`src/hw/idr_defs.vh`:
```
`ifndef IDR_DEFS_VH
`define IDR_DEFS_VH

`define IDR_ADDR_PREFIX 6'h26
`define IDR_BCAST_ADDR 8'h90
`define IDR_CTRL_ZERO_HI 7
`define IDR_CTRL_ZERO_LO 6
`define IDR_PM_HI_BIT 5
`define IDR_PM_LO_BIT 4
`define IDR_PM_NORMAL 2'h0
`define IDR_PM_1K 2'h1
`define IDR_PM_100K 2'h2
`define IDR_PM_HIZ 2'h3
`define IDR_DAC_RESET 12'h000
`define IDR_CLK_MHZ 200
`define IDR_RECOV_5V_NS 2500
`define IDR_RECOV_3V_NS 5000
`define IDR_RECOV_5V_CYC ((`IDR_RECOV_5V_NS * `IDR_CLK_MHZ + 999) / 1000)
`define IDR_RECOV_3V_CYC ((`IDR_RECOV_3V_NS * `IDR_CLK_MHZ + 999) / 1000)

`endif

```
`src/hw/idr_sync.v`:
```
`timescale 1ns/1ps
module idr_sync (
    input wire core_clk_i,
    input wire rst_i,
    input wire d_i,
    output reg q_o
);
    reg meta;
    // Reset high: idle bus level
    always @(posedge core_clk_i) begin
        if (rst_i) begin
            meta <= 1'b1;
            q_o <= 1'b1;
        end else begin
            meta <= d_i;
            q_o <= meta;
        end
    end
endmodule // idr_sync

```
`src/hw/idr_receiver.v`:
```
`timescale 1ns/1ps
`include "idr_defs.vh"
module idr_receiver #(
    parameter RECOV_CYC = `IDR_RECOV_5V_CYC,
    parameter RCNT_W = 16
) (
    input wire core_clk_i,
    input wire rst_i,
    input wire scl_i,
    input wire sda_i,
    input wire addr_select_pin_i,
    output reg sda_o,
    output reg sda_oe_n_o,
    output reg [11:0] dac_code_o,
    output reg power_mode_sel_hi_o,
    output reg power_mode_sel_lo_o,
    output reg powered_down_o,
    output reg amp_connect_o,
    output reg res_1k_o,
    output reg res_100k_o,
    output reg linear_on_o,
    output reg out_valid_o,
    output reg addressed_o,
    output reg update_o
);
    localparam ST_IDLE = 2'h0;
    localparam ST_ADDR = 2'h1;
    localparam ST_HIGH = 2'h2;
    localparam ST_LOW = 2'h3;

    wire scl_s;
    wire sda_s;
    reg scl_d;
    reg sda_d;
    reg [1:0] state;
    reg [3:0] bit_cnt;
    reg [7:0] shift;
    reg [7:0] hi_byte;
    reg ack_drive;
    reg load_pend;
    reg sel_strap;
    reg [1:0] strap_wait;
    wire sel_s;
    reg [RCNT_W-1:0] rcnt;

    idr_sync u_sync_scl (
        .core_clk_i(core_clk_i),
        .rst_i(rst_i),
        .d_i(scl_i),
        .q_o(scl_s)
    );
    idr_sync u_sync_sda (
        .core_clk_i(core_clk_i),
        .rst_i(rst_i),
        .d_i(sda_i),
        .q_o(sda_s)
    );
    idr_sync u_sync_sel (
        .core_clk_i(core_clk_i),
        .rst_i(rst_i),
        .d_i(addr_select_pin_i),
        .q_o(sel_s)
    );

    wire scl_rise = scl_s & ~scl_d;
    wire scl_fall = ~scl_s & scl_d;
    // Line conditions only valid when clock steady high
    wire start_det = scl_s & scl_d & sda_d & ~sda_s;
    wire stop_det = scl_s & scl_d & ~sda_d & sda_s;
    wire [7:0] byte_in = {shift[6:0], sda_s};
    wire addr_ok = (byte_in == `IDR_BCAST_ADDR) ||
        (byte_in[7:2] == `IDR_ADDR_PREFIX && byte_in[1] == sel_strap && !byte_in[0]);
    wire [1:0] mode_now = {power_mode_sel_hi_o, power_mode_sel_lo_o};

    // Strap caught once, after the synchroniser has flushed its reset value
    always @(posedge core_clk_i) begin
        if (rst_i) begin
            strap_wait <= 2'h0;
            sel_strap <= 1'b0;
        end else if (strap_wait != 2'h3) begin
            strap_wait <= strap_wait + 2'h1;
            if (strap_wait == 2'h2) begin
                sel_strap <= sel_s;
            end
        end
    end

    always @(posedge core_clk_i) begin
        if (rst_i) begin
            scl_d <= 1'b1;
            sda_d <= 1'b1;
            state <= ST_IDLE;
            bit_cnt <= 4'h0;
            shift <= 8'h00;
            hi_byte <= 8'h00;
            ack_drive <= 1'b0;
            load_pend <= 1'b0;
            dac_code_o <= `IDR_DAC_RESET;
            power_mode_sel_hi_o <= 1'b0;
            power_mode_sel_lo_o <= 1'b0;
            addressed_o <= 1'b0;
            update_o <= 1'b0;
        end else begin
            scl_d <= scl_s;
            sda_d <= sda_s;
            update_o <= 1'b0;
            if (start_det) begin
                state <= ST_ADDR;
                bit_cnt <= 4'h0;
                ack_drive <= 1'b0;
                load_pend <= 1'b0;
                addressed_o <= 1'b0;
            end else if (stop_det) begin
                state <= ST_IDLE;
                bit_cnt <= 4'h0;
                ack_drive <= 1'b0;
                load_pend <= 1'b0;
                addressed_o <= 1'b0;
            end else if (state != ST_IDLE) begin
                // Sample on rise; data is stable through high phase
                if (scl_rise && bit_cnt < 4'h8) begin
                    shift <= byte_in;
                    bit_cnt <= bit_cnt + 4'h1;
                    if (bit_cnt == 4'h7) begin
                        case (state)
                            ST_ADDR: begin
                                if (addr_ok) begin
                                    ack_drive <= 1'b1;
                                end else begin
                                    state <= ST_IDLE;
                                end
                            end
                            ST_HIGH: begin
                                hi_byte <= byte_in;
                                ack_drive <= 1'b1;
                            end
                            ST_LOW: begin
                                ack_drive <= 1'b1;
                                load_pend <= 1'b1;
                            end
                            default: begin
                                state <= ST_IDLE;
                            end
                        endcase
                    end
                end else if (scl_fall && bit_cnt == 4'ha) begin
                    // End of ack clock: release line, advance
                    ack_drive <= 1'b0;
                    bit_cnt <= 4'h0;
                    case (state)
                        ST_ADDR: begin
                            state <= ST_HIGH;
                            addressed_o <= 1'b1;
                        end
                        ST_HIGH: begin
                            state <= ST_LOW;
                        end
                        ST_LOW: begin
                            state <= ST_HIGH;
                            if (load_pend) begin
                                dac_code_o <= {hi_byte[3:0], shift};
                                power_mode_sel_hi_o <= hi_byte[`IDR_PM_HI_BIT];
                                power_mode_sel_lo_o <= hi_byte[`IDR_PM_LO_BIT];
                                update_o <= 1'b1;
                            end
                            load_pend <= 1'b0;
                        end
                        default: begin
                            state <= ST_IDLE;
                        end
                    endcase
                end else if (scl_fall && bit_cnt == 4'h8) begin
                    bit_cnt <= 4'h9;
                end else if (scl_rise && bit_cnt == 4'h9) begin
                    bit_cnt <= 4'ha;
                end
            end
        end
    end

    // Ack only after the fall ending bit 8; pulling low while high would fake a start
    always @(posedge core_clk_i) begin
        if (rst_i) begin
            sda_o <= 1'b1;
            sda_oe_n_o <= 1'b1;
        end else begin
            sda_o <= 1'b0;
            sda_oe_n_o <= ~(ack_drive && (bit_cnt == 4'h9 || bit_cnt == 4'ha));
        end
    end

    // Output stage; stored code untouched by mode
    always @(posedge core_clk_i) begin
        if (rst_i) begin
            powered_down_o <= 1'b0;
            amp_connect_o <= 1'b1;
            res_1k_o <= 1'b0;
            res_100k_o <= 1'b0;
            linear_on_o <= 1'b1;
            out_valid_o <= 1'b1;
            rcnt <= {RCNT_W{1'b0}};
        end else begin
            powered_down_o <= (mode_now != `IDR_PM_NORMAL);
            amp_connect_o <= (mode_now == `IDR_PM_NORMAL);
            res_1k_o <= (mode_now == `IDR_PM_1K);
            res_100k_o <= (mode_now == `IDR_PM_100K);
            linear_on_o <= (mode_now == `IDR_PM_NORMAL);
            if (mode_now != `IDR_PM_NORMAL) begin
                rcnt <= RECOV_CYC[RCNT_W-1:0];
                out_valid_o <= 1'b0;
            end else if (rcnt != {RCNT_W{1'b0}}) begin
                rcnt <= rcnt - {{(RCNT_W-1){1'b0}}, 1'b1};
                out_valid_o <= 1'b0;
            end else begin
                out_valid_o <= 1'b1;
            end
        end
    end
endmodule // idr_receiver

```
`config.mk`:
```
export PLATFORM = sky130hd
export DESIGN_NAME = idr_receiver
export DESIGN_NICKNAME = d
export VERILOG_FILES = /design/src/hw/idr_sync.v /design/src/hw/idr_receiver.v
export VERILOG_INCLUDE_DIRS = /design/src /design/src/hw
export SDC_FILE = /design/constraint.sdc
export NUM_CORES = 1
export LEC_CHECK = 0
export BUFFER_PORTS_ARGS = -buffer_cell sky130_fd_sc_hd__buf_2
export CORE_MARGIN = 2
export CORE_UTILIZATION = 60
export CTS_CLUSTER_DIAMETER = 60
export DETAILED_ROUTE_END_ITERATION = 16
export MAX_ROUTING_LAYER = met4
export PLACE_DENSITY = 0.76
export SLEW_MARGIN = 20
export SYNTH_ARGS = -nofsm -noshare
export SYNTH_HDL_FRONTEND = slang
export SYNTH_SLANG_ARGS = --single-unit
export TNS_END_PERCENT = 10
```
`constraint.sdc`:
```
create_clock -name core_clk_i -period 6 [get_ports core_clk_i]
set_clock_uncertainty 0.15 [all_clocks]
set_input_delay 0.6 -clock core_clk_i [delete_from_list [all_inputs] [get_ports core_clk_i]]
set_output_delay 0.6 -clock core_clk_i [all_outputs]
set_load 0.01 [all_outputs]
```
# Word level (Yosys, flattened, before mapping)
# Index checks and enable logic that the tools add are counted.
[word_totals]
wordCells = 138
inputBits = 5
reg_bits = 72
[classes]
muxes = 29
n_reduce_logical = 34
magnitude_cmp = 1
addsub = 3
n_bitwise = 18
eq_ne = 22
[ops]
columns = ["operator", "count"]
rows = [
  ["$mux 9", 2],
  ["$mux 1", 16],
  ["$mux 4", 4],
  ["$reduce_bool 16->1", 1],
  ["$sub 16x1->16 const B", 1],
  ["$reduce_and 5->1", 3],
  ["$eq 4x4->1 const B", 3],
  ["$reduce_and 4->1", 3],
  ["$not 1->1", 11],
  ["$eq 2x2->1 const B", 4],
  ["$eq 8x8->1 const B", 1],
  ["$mux 2", 4],
  ["$pmux 2 s2", 2],
  ["$reduce_bool 2->1", 4],
  ["$reduce_bool 4->1", 2],
  ["$and 1x1->1", 7],
  ["$logic_and 1x1->1", 7],
  ["$reduce_and 7->1", 1],
  ["$reduce_or 7->1", 1],
  ["$eq 6x6->1 const B", 1],
  ["$ne 3x3->1 const B", 2],
  ["$reduce_and 6->1", 1],
  ["$reduce_or 2->1", 3],
  ["$ne 5x5->1 const B", 1],
  ["18 further kinds", 22],
]

# Logic depth before layout (Yosys ltp)
[depth]
depth_word = 11
mapped_depth = 7

# Cells and area by module
# Synthesis repeated with hierarchy kept, for this count alone.
[unflattened]
hier_cells = 331
hier_area_um2 = 2982.9
[by_module_without_submodules]
columns = ["mod", "n_inst", "seq_area_each_um2", "cells_each", "area_per_inst_um2"]
rows = [
  ["idr_receiver", 1, 1321.3, 319, 2825.2],
  ["idr_sync", 3, 40.0, 4, 52.6],
]

# Least setup slack after synthesis
# Ideal clock, no wire load.
[synth_path]
path_kind = "reg-to-reg"
start = "reg rcnt[7]"
end = "reg rcnt[15]"
path_stages_with_launch = 6
t_arrival_ns = 1.918
path_slack_ns = 3.862
n_path_buf = 1
required_ns = 5.780
period_less_slack_ns = 2.138
path_cell_list = "dfxtp_1 -> or4_1 -> buf_2 -> or3_4 -> or4_1 -> a21oi_1"
[synth_via]
elab_chain_cells = 1
word_cells_on_any_way = 2
[synth_lines]
columns = ["element", "line", "rtl"]
rows = [
  ["start: declaration", "idr_receiver.v:44", "reg [RCNT_W-1:0] rcnt;"],
  ["start signal: assignment", "idr_receiver.v:201", "rcnt <= {RCNT_W{1'b0}};"],
  ["start signal: assignment", "idr_receiver.v:209", "rcnt <= RECOV_CYC[RCNT_W-1:0];"],
  ["start signal: assignment", "idr_receiver.v:212", "rcnt <= rcnt - {{(RCNT_W-1){1'b0}}, 1'b1};"],
  ["$sub 16x1->16 or $reduce_bool 16->1 (tied branches)", "idr_receiver.v:212, idr_receiver.v:211", ""],
]
# Several ways; a longest one is shown, not always the timed one.
# A chain may end at the register's enable or synchronous reset.

# Worst setup path after layout
[layout_path]
start = "reg scl_d"
end = "reg bit_cnt[3]"
[layout_via]
elab_chain_cells = 5
word_cells_on_any_way = 18
[layout_lines]
columns = ["element", "line", "rtl"]
rows = [
  ["start: declaration", "idr_receiver.v:33", "reg scl_d;"],
  ["start signal: assignment", "idr_receiver.v:104", "scl_d <= scl_s;"],
  ["$and 1x1->1 or $not 1->1 (tied branches)", "idr_receiver.v:66, idr_receiver.v:65", ""],
  ["$logic_and 1x1->1 or $and 1x1->1 (tied branches)", "idr_receiver.v:172, idr_receiver.v:65", ""],
  ["$mux 4, or another cell as far along", "idr_receiver.v:172", "end else if (scl_fall && bit_cnt == 4'h8) begin"],
  ["$mux 4 or $reduce_bool 4->1 (tied branches)", "-", ""],
  ["$mux 4 or $reduce_and 2->1 (tied branches)", "-", ""],
  ["end signal: assignment", "idr_receiver.v:123", "bit_cnt <= bit_cnt + 4'h1;"],
  ["end: declaration", "idr_receiver.v:36", "reg [3:0] bit_cnt;"],
]
# Several ways; a longest one is shown, not always the timed one.

==> results.ini <==
[floorplanning]
start_util_pct = 61.91
core_area_um2 = 5107
die_w_um = 76.59
die_y_um = 76.59
io_pins = 29
die_area_um2 = 5866
core.rowCount = 26

[finish]
seqCellArea_um2 = 1441
layout_commonest_cell = dfxtp_1
antenna_cells = 0
num-fill-cells = 442
syn_to_final_growth_pct = 10.49
layout-drive-gt1-share_pct = 18.08
nets = 372
multi_input_area_um2 = 1609
mostFrequentLayoutCells = dfxtp_1, nand2b_1, buf_2, mux2i_1, a21oi_1

[global_route]
grt_pass1_vias = 2270
grt_use_total_pct = 22.25
overflow = 0
grt_pass1_wl_um = 10310
grt_max_degree = 70
antenna_found_initial = 0

[timing]
fin_crit_ps = 2705
slew_headroom_pct = 29.02
finalSetupViolCount = 0
rsz0062_at_grt = no
finalHoldWorstSlack_ps = 265.6
hold_violations = 0
finalMaxSlewViolations = 0
clock.fmax_ghz = 0.3697
finalSetupTns_ps = 0
worstMarginPinSlew_ps = 1050
finalCritPeriodShare_pct = 45.08

[cts]
insertion_delay_ps = 340
clockBufferDepth = 2
numCtsBuffers = 9
ctsHoldBuffers = 0
post_cts_resized = 0
ctsRootBufferMaster = clkbuf_8
h-tree-depth = 3
clkSinkCount = 72
tritoncts = done
path_clk_slew_ps = 70
post_cts_buffers = 0

[synth]
ys_async_sr_fraction_pct = 0
synth_top_family_by_area = simple AND/OR/NAND/NOR gates
synth_area_um2 = 3162
synth_edf_count = 0
synth_fa_ha_area_share_pct = 2.770
synth.area.mux_share_pct = 7.598
synth_fp_nets = 350
ys_types = 57
ys_warn_count = 0
synth_xor_area_share_pct = 0.8310
synth_compound_area_share_pct = 14.88
syn-instance-count = 338
ys_seq_area_share_pct = 45.59
ys_ff_latch = 72
syn_area_per_cell_um2 = 9.354
synth-simple-area-share_pct = 24.81
yosys_most_used_dff = dfxtp_1

[power_and_ir_drop]
leakagePower_nw = 1.338
power.density_nw_per_um2 = 352.6
ir_drop_mv = 0.2763

[setup_path]
crit_path_start = scl_d
worstSetupPathType = register to register
endpoint_kind = register
r2r_end = bit_cnt[3]
arrival_ps = 2830
reg2reg_setup_slack_ps = 3300
worstPathMaxFanout = 9
worst_ep_required_time_ps = 6120
rr_worst_depth = 4
critical_path.endpoint = bit_cnt[3]
crit_path_start_kind = register
r2r-start = scl_d

[detailed_routing]
postRouteAntennaNets = 0
num_vias = 2481
drt-pass1-iter-count = 4
viasPerCell = 5.703
drc = 0
wl_per_cell_um = 13.92
totalWireLength_um = 6054
dr.first_iter.drc_count = 170

[hold_path]
hold_depth = 1
holdCritPathClass = register to register

[placement]
dpl.hpwl_um = 3856
gp_congestion = 0.8647
port_buffers = 28

[outcome]
status = complete, no violations

[run]
cap_violations = 0

==> cell families (layout without fill, tap and decap cells) <==
kind of cell / count (synthesis) / count (layout)
AND/OR/NAND/NOR: 131 / 131
XOR/XNOR: 3 / 3
AO/OA/AOI/OAI: 74 / 74
buffers and inverters: 27 / 54
adder cells (fa/ha/maj): 7 / 7
flip-flops: 72 / 72
multiplexers: 24 / 24
==> area by class of cell <==
cell class	count	area share, %
Clock buffer	11	4.047
Clock inverter	5	0.9312
Inverter	9	0.9670
Multi-Input combinational cell	239	46.06
Sequential cell	72	41.26
Tap cell	70	2.507
Timing Repair Buffer	29	4.226
==> where the power goes <==
| part | internal, mW | switching (mW) |
|---|---|---|
| Sequential | 0.524 | 0.0474 |
| Clock | 0.160 | 0.183 |
| Combinational | 0.136 | 0.181 |
==> worst min path at each step <==
| stage | from | endpoint | slack [ps] |
|---|---|---|---|
| global route | addr_select_pin_i | u_sync_sel.meta | 290 |
| global placement | u_sync_sda.meta | u_sync_sda.q_o | 240 |
| floorplan | u_sync_scl.meta | u_sync_scl.q_o | 240 |
| CTS | u_sync_scl.meta | u_sync_scl.q_o | 270 |
| detailed placement | u_sync_scl.meta | u_sync_scl.q_o | 250 |
| finish | u_sync_scl.meta | u_sync_scl.q_o | 270 |
==> state kept, by name (all words and copies together) (netlist names), 2 cells and up <==
register,count
bit_cnt,4
strap_wait,2
dac_code_o,12
state,2
rcnt,16
hi_byte,6
shift,8
==> Yosys cell counts, drive strengths merged, types with 2 or more instances <==
master / instances / area, um^2
dfxtp: 72 / 1441
nand2b: 30 / 187.7
mux2i: 24 / 240.2
a21oi: 22 / 110.1
nor2: 21 / 78.83
o21ai: 19 / 95.09
nand2: 14 / 52.55
clkbuf: 13 / 48.80
or2: 12 / 75.07
or3: 10 / 67.56
a31oi: 9 / 56.30
inv: 9 / 33.78
nor3: 9 / 50.05
ha: 7 / 87.58
or4: 6 / 45.04
buf: 5 / 28.77
nand3: 4 / 20.02
nor4: 4 / 40.04
nor3b: 3 / 22.52
nor4bb: 3 / 30.03
o31ai: 3 / 22.52
a31o: 2 / 17.52
and3: 2 / 12.51
nand3b: 2 / 15.01
nand4b: 2 / 17.52
nor2b: 2 / 12.51
o21bai: 2 / 15.01
or3b: 2 / 17.52
xor2: 2 / 17.52
==> worst max-delay path, cell delays in order, from the launching register on <==
cell,delay (ps)
dfxtp_1,480
nor4bb_1,940
a221oi_1,340
or4_1,590
a21oi_1,140
==> through the flow <==
stage	cell area, um^2	power [mW]	utilization, %	worst slack [ps]	std cells
after floorplan	3162	0.8340	-	3862	338
after global placement	3319	0.8832	64.99	3464	419
after detailed placement	3319	0.8927	64.99	3370	419
after CTS	3493	1.236	68.40	3356	435
after global routing	3493	1.306	68.40	3113	435
final	3493	1.232	68.40	3295	435
==> per-layer routing <==
metal | GRT usage [%] | vias to the layer above | share of wire (%)
met5 | - | - | 0
met4 | 11.27 | 0 | 2.0
met3 | 3.555 | 9 | 3.3
met2 | 33.19 | 58 | 46
met1 | 29.39 | 1154 | 49
li1 | - | 1260 | -
(Power assumes the default switching activity.)
